==> src/shared/tcctl_pkg.sv <==
/*
 Shared constants and types for the trace capture control registers.
 Assumes a TAP data path that presents one register access per update.
*/
`default_nettype none
package tcctl_pkg;
  // TAP register numbers
  localparam logic [7:0] TCCTL_ADDR_CORE_CTL = 8'h10;
  localparam logic [7:0] TCCTL_ADDR_OUT_CTL = 8'h11;
  localparam logic [7:0] TCCTL_ADDR_DATA = 8'h12;
  // Indirect register numbers
  localparam logic [4:0] TCCTL_SEL_CONFIG = 5'h00;
  localparam logic [4:0] TCCTL_SEL_TW = 5'h04;
  localparam logic [4:0] TCCTL_SEL_RDP = 5'h05;
  localparam logic [4:0] TCCTL_SEL_WRP = 5'h06;
  localparam logic [4:0] TCCTL_SEL_STP = 5'h07;
  // core_trace_input_control fields
  localparam int TCCTL_A_ON = 0;
  localparam int TCCTL_A_MODE_LO = 1;
  localparam int TCCTL_A_SUPP_LO = 24;
  // trace_output_control fields
  localparam int TCCTL_B_WE = 31;
  localparam int TCCTL_B_SEL_LO = 21;
  localparam int TCCTL_B_WR = 20;
  localparam int TCCTL_B_RM = 16;
  localparam int TCCTL_B_TR = 15;
  localparam int TCCTL_B_BF = 14;
  localparam int TCCTL_B_FILL_LO = 12;
  localparam int TCCTL_B_CR_LO = 8;
  localparam int TCCTL_B_CAL = 7;
  localparam int TCCTL_B_CA = 2;
  localparam int TCCTL_B_OFC = 1;
  localparam int TCCTL_B_EN = 0;
  // Reset values and full trace mode
  localparam logic [2:0] TCCTL_CR_RESET = 3'h4;
  localparam logic [2:0] TCCTL_MODE_RESET = 3'h0;
  localparam logic [2:0] TCCTL_MODE_FULL = 3'h7;
  // Configuration register fields (revision is 0) and pointer byte shift
  localparam int TCCTL_CFG_SZ_LO = 17;
  localparam int TCCTL_CFG_ONT = 5;
  localparam int TCCTL_CFG_OFT = 4;
  localparam int TCCTL_PTR_SHIFT = 3;
  // Stall record identification
  localparam logic [3:0] TCCTL_TYPE1 = 4'h1;
  localparam logic [3:0] TCCTL_TYPE6 = 4'h6;
  localparam logic [3:0] TCCTL_SUB_STALL_A = 4'h1;
  localparam logic [3:0] TCCTL_SUB_STALL_B = 4'h5;
  // Stop record emitted when a stop trigger ends tracing
  localparam logic [63:0] TCCTL_STOP_WORD = 64'h0000_0000_0000_0036;
  localparam int TCCTL_CAL_LEN = 8;

  typedef enum logic [1:0] {
    TCCTL_FILL_TO = 2'b00,
    TCCTL_FILL_FROM = 2'b01
  } tcctl_fill_t;

  typedef enum logic [1:0] {
    TCCTL_IDLE = 2'b00,
    TCCTL_RUN = 2'b01,
    TCCTL_STOPREC = 2'b10
  } tcctl_state_t;

  typedef struct packed {
    logic [3:0] rec_type;
    logic [3:0] subcode;
    logic multipipe;
    logic [63:0] word;
  } tcctl_rec_t;
endpackage
`default_nettype wire

==> src/tcctl_regs.sv <==
/*
 Trace capture control registers with on-chip trace memory, record filter,
 two-entry buffer, off-chip stream, trace clock divider and calibration.
 Assumes TAP updates and core trace records are synchronous to clock.
*/
// Function
// - Mode 111 traces PC, addresses, data
// - Bit 0 drives core trace-on, reset 0
// - Bit 31 gates writes, reads zero
// - Bits 25:21 select indirect register
// - Bit 20 permits indirect writes
// - Read side effect on permitted write documented
// - Read-memory start loads oldest pointer
// - Each trace-word read increments read pointer
// - Reaching write pointer clears read-memory bit
// - Memory reset zeroes pointers, self-clears
// - Buffer-full flags full trace-from memory
// - Bits 13:12 select fill mode
// - Trace-to mode wraps overwriting oldest
// - Trace-from fills from tracing-active until full
// - Bits 10:8 clock ratio, reset 100
// - Clock ratio encoding table
// - Calibrate emits repeating pattern per nibble
// - Cycle-accurate off drops stalls, clears bit0
// - Stall records are type6 0001/0101, type1 (type1 only when not multipipe)
// - Target select picks off-chip or on-chip
// - Master enable by write or triggers
// - Enable low: ignore core, stop record, flush (stop record only on stop trigger, not on enable write)
// - Reserved fields read zero
// - Indirect writes need write permission
// - Read pointer wraps at memory top
`timescale 1ns/1ps
`default_nettype none
module tcctl_regs #(
  parameter int DEPTH = 32,
  parameter int PINS = 4,
  parameter bit ONCHIP = 1'b1,
  parameter bit OFFCHIP = 1'b1
) (
  // Clock and reset
  input wire logic clock,
  input wire logic rst_n,
  // TAP data path
  input wire logic tap_update,
  input wire logic [7:0] tap_addr,
  input wire logic [63:0] tap_wdata,
  output logic [63:0] tap_rdata,
  output logic tap_rvalid,
  // Core trace controls
  input wire logic [1:0] supported_modes,
  output logic [2:0] core_trace_mode_input,
  output logic core_trace_on_input,
  // Core trace records
  input wire logic core_tracing_active,
  input wire logic core_trace_valid,
  input wire tcctl_pkg::tcctl_rec_t core_trace_outputs,
  output logic core_trace_ready,
  // Triggers
  input wire logic trig_start,
  input wire logic trig_stop,
  // Off-chip stream
  output logic offchip_valid,
  output logic [63:0] offchip_word,
  input wire logic offchip_ready,
  output logic trace_clk_out,
  output logic [PINS-1:0] offchip_trace_pins
);
  localparam int AW = $clog2(DEPTH);

  initial begin
    if (DEPTH < 2 || (DEPTH & (DEPTH - 1)) != 0 || DEPTH > 65536)
      $error("DEPTH must be a power of two from 2 to 65536");
    if (PINS != 4 && PINS != 8 && PINS != 16)
      $error("PINS must be 4, 8 or 16");
    if (!ONCHIP && !OFFCHIP)
      $error("At least one trace target must exist");
  end

  // Core cycles per trace clock half-period; faster ratios run at the 100 rate, half the core clock
  function automatic logic [3:0] ratio_cycles(input logic [2:0] cr);
    case (cr)
      3'h4: ratio_cycles = 4'h1;
      3'h5: ratio_cycles = 4'h2;
      3'h6: ratio_cycles = 4'h3;
      3'h7: ratio_cycles = 4'h4;
      default: ratio_cycles = 4'h1;
    endcase
  endfunction

  function automatic logic is_stall(input tcctl_pkg::tcctl_rec_t r);
    is_stall = (r.rec_type == tcctl_pkg::TCCTL_TYPE6 &&
                (r.subcode == tcctl_pkg::TCCTL_SUB_STALL_A ||
                 r.subcode == tcctl_pkg::TCCTL_SUB_STALL_B)) ||
               (r.rec_type == tcctl_pkg::TCCTL_TYPE1 && !r.multipipe);
  endfunction

  function automatic logic [63:0] ptr_bytes(input logic [AW-1:0] p);
    ptr_bytes = 64'(p) << tcctl_pkg::TCCTL_PTR_SHIFT;
  endfunction

  function automatic logic [3:0] cal_row(input logic [2:0] i);
    case (i)
      3'h0: cal_row = 4'hf;
      3'h1: cal_row = 4'h0;
      3'h2: cal_row = 4'ha;
      3'h3: cal_row = 4'h5;
      3'h4: cal_row = 4'h8;
      3'h5: cal_row = 4'h4;
      3'h6: cal_row = 4'h2;
      default: cal_row = 4'h1;
    endcase
  endfunction

  ////////////////////////////////////////////////////////////////////////////
  // Register state
  logic [2:0] mode_q;
  logic on_q;
  logic [4:0] sel_q;
  logic wr_q, rm_q, tr_q, bf_q, cal_q, ca_q, ofc_q, en_q;
  logic [1:0] fill_q;
  logic [2:0] cr_q;
  logic [AW-1:0] rp_q, wp_q, sp_q;
  logic [AW:0] cnt_q, remain_q;
  logic [63:0] mem [DEPTH];
  tcctl_pkg::tcctl_state_t state_q;
  logic started_q;

  logic wr_a, wr_b, wr_d, tw_read, rm_start, ptr_write;
  assign wr_a = tap_update && tap_addr == tcctl_pkg::TCCTL_ADDR_CORE_CTL;
  assign wr_b = tap_update && tap_addr == tcctl_pkg::TCCTL_ADDR_OUT_CTL &&
                tap_wdata[tcctl_pkg::TCCTL_B_WE];
  assign wr_d = tap_update && tap_addr == tcctl_pkg::TCCTL_ADDR_DATA;
  // A scan always reads, so the pointer advances on permitted writes too
  assign tw_read = wr_d && sel_q == tcctl_pkg::TCCTL_SEL_TW && rm_q;
  assign ptr_write = wr_d && wr_q && sel_q == tcctl_pkg::TCCTL_SEL_RDP;
  assign rm_start = wr_b && tap_wdata[tcctl_pkg::TCCTL_B_RM] && !rm_q &&
                    !tap_wdata[tcctl_pkg::TCCTL_B_TR];

  ////////////////////////////////////////////////////////////////////////////
  // core_trace_input_control
  always_ff @(posedge clock) begin
    if (!rst_n) begin
      on_q <= 1'b0;
      mode_q <= tcctl_pkg::TCCTL_MODE_RESET;
    end else if (wr_a) begin
      on_q <= tap_wdata[tcctl_pkg::TCCTL_A_ON];
      mode_q <= tap_wdata[tcctl_pkg::TCCTL_A_MODE_LO +: 3];
    end
  end
  assign core_trace_on_input = on_q;
  assign core_trace_mode_input = mode_q;

  ////////////////////////////////////////////////////////////////////////////
  // trace_output_control plain fields
  always_ff @(posedge clock) begin
    if (!rst_n) begin
      sel_q <= 5'h00;
      wr_q <= 1'b0;
      fill_q <= tcctl_pkg::TCCTL_FILL_TO;
      cr_q <= tcctl_pkg::TCCTL_CR_RESET;
      cal_q <= 1'b0;
      ca_q <= 1'b0;
      ofc_q <= OFFCHIP && !ONCHIP;
    end else if (wr_b) begin
      sel_q <= tap_wdata[tcctl_pkg::TCCTL_B_SEL_LO +: 5];
      wr_q <= tap_wdata[tcctl_pkg::TCCTL_B_WR];
      fill_q <= tap_wdata[tcctl_pkg::TCCTL_B_FILL_LO +: 2];
      cr_q <= tap_wdata[tcctl_pkg::TCCTL_B_CR_LO +: 3];
      cal_q <= tap_wdata[tcctl_pkg::TCCTL_B_CAL];
      ca_q <= tap_wdata[tcctl_pkg::TCCTL_B_CA];
      if (ONCHIP && OFFCHIP)
        ofc_q <= tap_wdata[tcctl_pkg::TCCTL_B_OFC];
    end
  end

  // Master enable: register write, start and stop triggers; stop wins
  always_ff @(posedge clock) begin
    if (!rst_n)
      en_q <= 1'b0;
    else if (trig_stop)
      en_q <= 1'b0;
    else if (wr_b)
      en_q <= tap_wdata[tcctl_pkg::TCCTL_B_EN];
    else if (trig_start)
      en_q <= 1'b1;
  end

  // Memory reset pulse is visible for one cycle, then self-clears
  always_ff @(posedge clock) begin
    if (!rst_n)
      tr_q <= 1'b0;
    else
      tr_q <= wr_b && tap_wdata[tcctl_pkg::TCCTL_B_TR];
  end

  always_ff @(posedge clock) begin
    if (!rst_n) begin
      rm_q <= 1'b0;
      remain_q <= '0;
    end else if (tr_q) begin
      rm_q <= 1'b0;
      remain_q <= '0;
    end else if (rm_start) begin
      rm_q <= cnt_q != '0;
      remain_q <= cnt_q;
    end else if (tw_read) begin
      remain_q <= remain_q - 1'b1;
      if (remain_q == (AW+1)'(1))
        rm_q <= 1'b0;
    end
  end

  ////////////////////////////////////////////////////////////////////////////
  // Record path: filter, two-entry buffer
  logic in_valid, in_ready, out_valid, out_ready, keep;
  logic [63:0] in_word, out_word;
  logic [63:0] buf_q [2];
  logic [1:0] buf_cnt_q;
  logic buf_rd_q, buf_wr_q;

  always_ff @(posedge clock) begin
    if (!rst_n)
      state_q <= tcctl_pkg::TCCTL_IDLE;
    else
      case (state_q)
        tcctl_pkg::TCCTL_IDLE:
          if (en_q) state_q <= tcctl_pkg::TCCTL_RUN;
        tcctl_pkg::TCCTL_RUN:
          if (trig_stop) state_q <= tcctl_pkg::TCCTL_STOPREC;
          else if (!en_q) state_q <= tcctl_pkg::TCCTL_IDLE;
        tcctl_pkg::TCCTL_STOPREC:
          if (in_ready) state_q <= tcctl_pkg::TCCTL_IDLE;
        default: state_q <= tcctl_pkg::TCCTL_IDLE;
      endcase
  end

  assign keep = ca_q || !is_stall(core_trace_outputs);
  always_comb begin
    in_valid = 1'b0;
    in_word = core_trace_outputs.word;
    if (!ca_q)
      in_word[0] = 1'b0;
    if (state_q == tcctl_pkg::TCCTL_STOPREC) begin
      in_valid = 1'b1;
      in_word = tcctl_pkg::TCCTL_STOP_WORD;
    end else if (state_q == tcctl_pkg::TCCTL_RUN && en_q) begin
      in_valid = core_trace_valid && keep;
    end
  end
  // Dropped or ignored records are consumed so the core never hangs
  assign core_trace_ready = (state_q == tcctl_pkg::TCCTL_RUN && en_q) ?
                            (in_ready || !keep) : 1'b1;

  assign in_ready = buf_cnt_q != 2'd2;
  assign out_valid = buf_cnt_q != 2'd0;
  assign out_word = buf_q[buf_rd_q];

  always_ff @(posedge clock) begin
    if (!rst_n) begin
      buf_cnt_q <= 2'd0;
      buf_rd_q <= 1'b0;
      buf_wr_q <= 1'b0;
    end else begin
      if (in_valid && in_ready) begin
        buf_q[buf_wr_q] <= in_word;
        buf_wr_q <= !buf_wr_q;
      end
      if (out_valid && out_ready)
        buf_rd_q <= !buf_rd_q;
      buf_cnt_q <= buf_cnt_q + 2'(in_valid && in_ready) -
                   2'(out_valid && out_ready);
    end
  end

  ////////////////////////////////////////////////////////////////////////////
  // Target selection and on-chip memory
  logic mem_we, from_block;
  assign from_block = fill_q == tcctl_pkg::TCCTL_FILL_FROM &&
                      (bf_q || !started_q);
  assign out_ready = ofc_q ? offchip_ready : 1'b1;
  assign mem_we = !ofc_q && out_valid && !from_block && !tr_q;
  assign offchip_valid = ofc_q && out_valid;
  assign offchip_word = out_word;

  always_ff @(posedge clock) begin
    if (!rst_n)
      started_q <= 1'b0;
    else if (tr_q || !en_q)
      started_q <= 1'b0;
    else if (core_tracing_active)
      started_q <= 1'b1;
  end

  always_ff @(posedge clock) begin
    if (mem_we)
      mem[wp_q] <= out_word;
  end

  always_ff @(posedge clock) begin
    if (!rst_n) begin
      wp_q <= '0;
      sp_q <= '0;
      cnt_q <= '0;
      bf_q <= 1'b0;
    end else if (tr_q) begin
      wp_q <= '0;
      sp_q <= '0;
      cnt_q <= '0;
      bf_q <= 1'b0;
    end else if (mem_we) begin
      wp_q <= wp_q + 1'b1;
      if (cnt_q == (AW+1)'(DEPTH)) begin
        sp_q <= sp_q + 1'b1;
      end else begin
        cnt_q <= cnt_q + 1'b1;
        if (cnt_q == (AW+1)'(DEPTH - 1) &&
            fill_q == tcctl_pkg::TCCTL_FILL_FROM)
          bf_q <= 1'b1;
      end
    end
  end

  always_ff @(posedge clock) begin
    if (!rst_n)
      rp_q <= '0;
    else if (tr_q)
      rp_q <= '0;
    else if (rm_start)
      rp_q <= sp_q;
    else if (tw_read)
      rp_q <= rp_q + 1'b1;
    else if (ptr_write)
      rp_q <= tap_wdata[tcctl_pkg::TCCTL_PTR_SHIFT +: AW];
  end

  ////////////////////////////////////////////////////////////////////////////
  // Register read-back, captured before the update takes effect
  logic [63:0] ctl_a, ctl_b, cfg, ind;
  always_comb begin
    ctl_a = '0;
    ctl_a[tcctl_pkg::TCCTL_A_ON] = on_q;
    ctl_a[tcctl_pkg::TCCTL_A_MODE_LO +: 3] = mode_q;
    ctl_a[tcctl_pkg::TCCTL_A_SUPP_LO +: 2] = supported_modes;
    ctl_b = '0;
    ctl_b[tcctl_pkg::TCCTL_B_SEL_LO +: 5] = sel_q;
    ctl_b[tcctl_pkg::TCCTL_B_WR] = wr_q;
    ctl_b[tcctl_pkg::TCCTL_B_RM] = rm_q;
    ctl_b[tcctl_pkg::TCCTL_B_TR] = tr_q;
    ctl_b[tcctl_pkg::TCCTL_B_BF] = bf_q;
    ctl_b[tcctl_pkg::TCCTL_B_FILL_LO +: 2] = fill_q;
    ctl_b[tcctl_pkg::TCCTL_B_CR_LO +: 3] = cr_q;
    ctl_b[tcctl_pkg::TCCTL_B_CAL] = cal_q;
    ctl_b[tcctl_pkg::TCCTL_B_CA] = ca_q;
    ctl_b[tcctl_pkg::TCCTL_B_OFC] = ofc_q;
    ctl_b[tcctl_pkg::TCCTL_B_EN] = en_q;
    cfg = '0;
    cfg[tcctl_pkg::TCCTL_CFG_SZ_LO +: 4] = 4'(AW + 3 - 8);
    cfg[tcctl_pkg::TCCTL_CFG_ONT] = ONCHIP;
    cfg[tcctl_pkg::TCCTL_CFG_OFT] = OFFCHIP;
    case (sel_q)
      tcctl_pkg::TCCTL_SEL_CONFIG: ind = cfg;
      tcctl_pkg::TCCTL_SEL_TW: ind = rm_q ? mem[rp_q] : '0;
      tcctl_pkg::TCCTL_SEL_RDP: ind = ptr_bytes(rp_q);
      tcctl_pkg::TCCTL_SEL_WRP: ind = ptr_bytes(wp_q);
      tcctl_pkg::TCCTL_SEL_STP: ind = ptr_bytes(sp_q);
      default: ind = '0;
    endcase
  end

  always_ff @(posedge clock) begin
    if (!rst_n) begin
      tap_rdata <= '0;
      tap_rvalid <= 1'b0;
    end else begin
      tap_rvalid <= tap_update;
      if (tap_update)
        case (tap_addr)
          tcctl_pkg::TCCTL_ADDR_CORE_CTL: tap_rdata <= ctl_a;
          tcctl_pkg::TCCTL_ADDR_OUT_CTL: tap_rdata <= ctl_b;
          tcctl_pkg::TCCTL_ADDR_DATA: tap_rdata <= ind;
          default: tap_rdata <= '0;
        endcase
    end
  end

  ////////////////////////////////////////////////////////////////////////////
  // Trace clock divider and calibration pattern
  logic [3:0] div_q;
  logic tick;
  logic [2:0] cal_idx_q;
  assign tick = div_q >= ratio_cycles(cr_q) - 4'h1;

  always_ff @(posedge clock) begin
    if (!rst_n) begin
      div_q <= 4'h0;
      trace_clk_out <= 1'b0;
    end else if (tick) begin
      div_q <= 4'h0;
      trace_clk_out <= !trace_clk_out;
    end else begin
      div_q <= div_q + 4'h1;
    end
  end

  always_ff @(posedge clock) begin
    if (!rst_n) begin
      cal_idx_q <= 3'h0;
      offchip_trace_pins <= '0;
    end else if (!cal_q) begin
      cal_idx_q <= 3'h0;
      offchip_trace_pins <= '0;
    end else if (tick && trace_clk_out) begin
      cal_idx_q <= cal_idx_q + 3'h1;
      offchip_trace_pins <= {(PINS/4){cal_row(cal_idx_q)}};
    end
  end
endmodule
`default_nettype wire

==> config.mk <==
export PLATFORM = sky130hd
export DESIGN_NAME = tcctl_regs
export DESIGN_NICKNAME = d
export VERILOG_FILES = /design/src/shared/tcctl_pkg.sv /design/src/tcctl_regs.sv
export SDC_FILE = /design/constraint.sdc
export NUM_CORES = 2
export LEC_CHECK = 0
export BUFFER_PORTS_ARGS = -buffer_cell sky130_fd_sc_hd__clkbuf_2
export CORE_MARGIN = 4
export CORE_UTILIZATION = 40
export CTS_BUF_LIST = sky130_fd_sc_hd__clkbuf_4
export DETAILED_ROUTE_END_ITERATION = 7
export GPL_TIMING_DRIVEN = 0
export PLACE_DENSITY = 0.51
export SLEW_MARGIN = 10
export SYNTH_ARGS = -nofsm -noshare
export SYNTH_HDL_FRONTEND = slang
export SYNTH_SLANG_ARGS = --single-unit
==> constraint.sdc <==
create_clock -name clock -period 6.2 [get_ports clock]
set_input_delay 0.62 -clock clock [delete_from_list [all_inputs] [get_ports clock]]
set_output_delay 0.62 -clock clock [all_outputs]
set_load 0.02 [all_outputs]
==> impl_metrics.prom <==
# TYPE chip_impl_metric gauge
chip_impl_info{name="status",value="finished, final reports clean"} 1
chip_impl_metric{name="tightestPinTransition",unit="ps"} 1308
chip_impl_metric{name="maxCapViolations",unit=""} 0
chip_impl_metric{name="port_buffers",unit=""} 250
chip_impl_info{name="synth_area_leader_cell",value="sky130_fd_sc_hd__edfxtp_1"} 1
chip_impl_metric{name="grt.total_usage",unit=""} 0.2335
chip_impl_metric{name="overflow",unit=""} 0
chip_impl_metric{name="post_cts_resized",unit=""} 0
chip_impl_metric{name="io-pin-count",unit=""} 295
chip_impl_metric{name="placeableCoreArea",unit="um^2"} 218000
chip_impl_metric{name="cts.clk_slew.worst_paths",unit="ps"} 70
chip_impl_metric{name="power.share.clock",unit=""} 0.395
chip_impl_metric{name="internal_power",unit="mW"} 26.33
chip_impl_metric{name="timing.final.setup_violations",unit=""} 0
chip_impl_info{name="cts_tree",value="built"} 1
chip_impl_metric{name="finish.utilization",unit=""} 0.4852
chip_impl_metric{name="grt_start_max_net_pins",unit=""} 37
chip_impl_metric{name="sequential_group_share_of_total_power",unit=""} 0.530
chip_impl_metric{name="synth_edf_count",unit=""} 2176
chip_impl_metric{name="switching_share",unit=""} 0.2355
chip_impl_metric{name="clock_sink_count",unit=""} 2315
chip_impl_info{name="timing.critical_path.from_type",value="register"} 1
chip_impl_metric{name="synth.cell_area",unit="um^2"} 88000
chip_impl_metric{name="dp_hpwl",unit="um"} 179100
chip_impl_metric{name="yosysUniqueCellTypes",unit=""} 70
chip_impl_info{name="synth_top_flop_cell",value="sky130_fd_sc_hd__edfxtp_1"} 1
chip_impl_metric{name="post_route_standard_cell_area_excluding_fillers",unit="um^2"} 105800
chip_impl_metric{name="clk_latency_worst_skew_pair",unit="ps"} 1390
chip_impl_metric{name="fin_skew",unit="ps"} 127.6
chip_impl_metric{name="power.leakage",unit="nW"} 34.12
chip_impl_metric{name="final-hold-violation-count",unit=""} 0
chip_impl_info{name="type_of_the_worst_setup_path",value="reg2reg"} 1
chip_impl_metric{name="slew-limit-headroom",unit=""} 0.1283
chip_impl_metric{name="power_frac_comb",unit=""} 0.075
chip_impl_metric{name="global_route_wire_length_before_repair",unit="um"} 376400
chip_impl_metric{name="max_clock_freq",unit="GHz"} 0.2106
chip_impl_metric{name="first_pass_iters",unit=""} 5
chip_impl_metric{name="fp.dieArea",unit="um^2"} 227600
chip_impl_info{name="synth.top_cells.by_area",value="sky130_fd_sc_hd__edfxtp_1 74%, sky130_fd_sc_hd__mux4_2 13%, sky130_fd_sc_hd__dfxtp_1 3.2%"} 1
chip_impl_metric{name="worstPathRequired",unit="ps"} 7440
chip_impl_metric{name="stdcell_count",unit=""} 8656
chip_impl_metric{name="dr.first_iter.drc_count",unit=""} 4631
chip_impl_metric{name="area_growth",unit="%"} 20.21
chip_impl_info{name="clock_tree.root_cell",value="sky130_fd_sc_hd__clkbuf_4"} 1
chip_impl_metric{name="vias",unit=""} 48520
chip_impl_metric{name="min_period",unit="ps"} 4748
chip_impl_metric{name="place.detailed.instances",unit=""} 7374
chip_impl_metric{name="use_met1",unit=""} 0.3126
chip_impl_metric{name="layout-drive-gt1-share",unit=""} 0.3653
chip_impl_metric{name="grt_pass1_vias",unit=""} 50260
chip_impl_metric{name="routed_via_density",unit=""} 5.605
chip_impl_metric{name="yosys_warnings",unit=""} 0
chip_impl_metric{name="async_reset_ff_frac",unit=""} 0
chip_impl_metric{name="preCtsSetupSlack",unit="ps"} 1239
chip_impl_metric{name="switchingPower",unit="mW"} 8.114
chip_impl_metric{name="detail-route-antenna-nets",unit=""} 0
chip_impl_metric{name="antenna_violations_before_repair",unit=""} 18
chip_impl_metric{name="report.final.slew_viol_count",unit=""} 0
chip_impl_metric{name="worst-endpoint-arrival",unit="ps"} 5990
chip_impl_metric{name="setup_ws",unit="ps"} 1452
chip_impl_metric{name="inserted_clock_buffers",unit=""} 630
chip_impl_metric{name="cts_max_path_buffers",unit=""} 4
chip_impl_metric{name="power.ir.vdd_worst",unit="uV"} 225.2
chip_impl_metric{name="met3_capacity_usage_during_global_routing",unit=""} 0.04820
chip_impl_metric{name="drt_drc_violations_left",unit=""} 0
chip_impl_metric{name="fin_crit_sh",unit=""} 0.7658
chip_impl_info{name="synth_most_common_cell",value="sky130_fd_sc_hd__edfxtp_1"} 1
chip_impl_metric{name="die_height",unit="um"} 477.0
chip_impl_metric{name="postSynthCellCount",unit=""} 4141
chip_impl_metric{name="synth_top_area_frac",unit=""} 0.7426
chip_impl_metric{name="globalplace.congestion",unit=""} 0.8139
chip_impl_info{name="grt-busiest-layer",value="met2"} 1
chip_impl_metric{name="final_nets",unit=""} 5514
chip_impl_info{name="top_cell_types_by_occurrence_after_synthesis",value="2176 x sky130_fd_sc_hd__edfxtp_1, 510 x sky130_fd_sc_hd__mux4_2, 141 x sky130_fd_sc_hd__o22ai_1, 139 x sky130_fd_sc_hd__dfxtp_1, 131 x sky130_fd_sc_hd__nand2_1"} 1
chip_impl_metric{name="power_density",unit="nW/um^2"} 325.7
chip_impl_metric{name="initial_util",unit=""} 0.4036
chip_impl_info{name="rsz0062_at_grt",value="no"} 1
chip_impl_metric{name="cp_max_fo",unit=""} 10
chip_impl_metric{name="yosysSeqAreaShare",unit=""} 0.7742
chip_impl_metric{name="die_width",unit="um"} 477.0
chip_impl_metric{name="number_of_placement_rows",unit=""} 171
chip_impl_metric{name="placed_area",unit="um^2"} 95960
chip_impl_info{name="hold_path_class",value="in2reg"} 1
chip_impl_metric{name="synth.ff_latch_count",unit=""} 2315
chip_impl_info{name="critical_path.endpoint_type",value="register"} 1
chip_impl_metric{name="htree_num_levels",unit=""} 6
chip_impl_metric{name="wire_per_inst",unit="um"} 30.90
chip_impl_metric{name="totalWireLength",unit="um"} 267500
chip_impl_metric{name="postSynthAreaPerCell",unit="um^2"} 21.25
chip_impl_metric{name="grtUsageMet2",unit=""} 0.3775
[worst max-delay path, stage by stage, from the launching register on]
cell                       delay, ps
sky130_fd_sc_hd__dfxtp_1         340
sky130_fd_sc_hd__buf_2           280
sky130_fd_sc_hd__buf_2           660
sky130_fd_sc_hd__buf_2           500
sky130_fd_sc_hd__clkbuf_1        930
sky130_fd_sc_hd__nand2_1         820
sky130_fd_sc_hd__o22ai_1         550
sky130_fd_sc_hd__nor4_1          200
sky130_fd_sc_hd__o221a_2         290
[worst paths after layout]
kind	start	endpoint	slack, ps	cells after the start
worst max-delay path	register	tap_rdata[23]	1450	8
worst min-delay path	core_trace_outputs[15]	buf_q[0][15]	150	3
worst max register to register	register	tap_rdata[23]	1450	8
worst min register to register	div_q[0]	div_q[0]	460	1
[kinds of logic (layout without fill, tap and decap cells)]
kind of cell,after synthesis,count (layout),share of synthesized area
compound gates,388,388,0.03076
xor+xnor,23,23,0.002289
fa+ha+maj,22,22,0.003128
buf+inv,246,1897,0.01190
flops,2315,2315,0.7742
mux,665,665,0.1492
other cells,1,11,0.00004262
simple gates,481,481,0.02852
[power groups by stage]
stage                     sequential (mW)  combinational, mW  clock [mW]
after floorplan                      18.6               1.33           0
after global placement               18.6               2.10           0
after detailed placement             18.6               2.53           0
after CTS                            18.3               2.62        14.0
after global routing                 18.3               2.78        14.9
final                                18.3               2.57        13.6
[what timing repair did]
item                                   4_1_cts  5_1_grt
endpoints found under the hold margin      194        0
hold buffers                               185        0
setup buffers                                0        0
[registers in the layout, indices dropped and copies added, names as in the netlist, 2 cells and up, named ones only]
signal	flops
mem	2048
buf_q	128
tap_rdata	64
cnt_q	6
remain_q	6
rp_q	5
sel_q	5
sp_q	5
wp_q	5
div_q	4
offchip_trace_pins	4
cal_idx_q	3
core_trace_mode_input	3
cr_q	3
buf_cnt_q	2
fill_q	2
state_q	2
[cell type report]
| cell class | instances | area, um^2 |
|---|---|---|
| multi-input combinational | 1581 | 19080 |
| inverter | 24 | 95.09 |
| tap | 2854 | 3571 |
| buffer | 222 | 975.9 |
| clock inverter | 122 | 693.2 |
| antenna | 9 | 22.52 |
| fill | 18330 | 112200 |
| clock buffer | 966 | 7252 |
| sequential | 2315 | 68130 |
| timing repair buffer | 563 | 5966 |
[per-layer routing]
layer / wire length [um] / vias up / part of all wire
li1: - / 20210 / -
met1: 110200 / 25860 / 0.41
met2: 130000 / 1972 / 0.49
met3: 17740 / 461 / 0.066
met4: 9416 / 10 / 0.035
met5: 95 / - / 0.00036
[layout by cell type (no fill, tap or decap), types with 22 or more instances in the layout]
master and n:
sky130_fd_sc_hd__edfxtp_1 2176, sky130_fd_sc_hd__clkbuf_4 966, sky130_fd_sc_hd__mux4_2 510, sky130_fd_sc_hd__clkbuf_2 262
sky130_fd_sc_hd__dlygate4sd3_1 185, sky130_fd_sc_hd__o22ai_1 141, sky130_fd_sc_hd__dfxtp_1 139, sky130_fd_sc_hd__nand2_1 131
sky130_fd_sc_hd__clkbuf_1 118, sky130_fd_sc_hd__buf_12 88, sky130_fd_sc_hd__clkinv_1 85, sky130_fd_sc_hd__mux2i_1 84
sky130_fd_sc_hd__buf_2 72, sky130_fd_sc_hd__and2_1 71, sky130_fd_sc_hd__mux2_2 71, sky130_fd_sc_hd__nor2_1 59
sky130_fd_sc_hd__a22o_1 51, sky130_fd_sc_hd__nor4_1 45, sky130_fd_sc_hd__a21oi_1 43, sky130_fd_sc_hd__buf_16 40
sky130_fd_sc_hd__o21ai_0 36, sky130_fd_sc_hd__nor2_4 33, sky130_fd_sc_hd__nor2b_1 27, sky130_fd_sc_hd__inv_1 22
sky130_fd_sc_hd__ha_1 22
[per-stage QoR]
stage / power (mW) / setup TNS, ps / hold WS (ps)
6_report: 34.45 / 0 / 153.2
5_1_grt: 35.98 / 0 / 35.58
4_1_cts: 34.86 / 0 / 1.160
3_5_place_dp: 21.12 / 0 / 457.8
3_3_place_gp: 20.70 / -7081790 / 449.3
2_1_floorplan: 19.90 / 0 / 429.7
No activity file was read; power rests on OpenSTA's default activity.
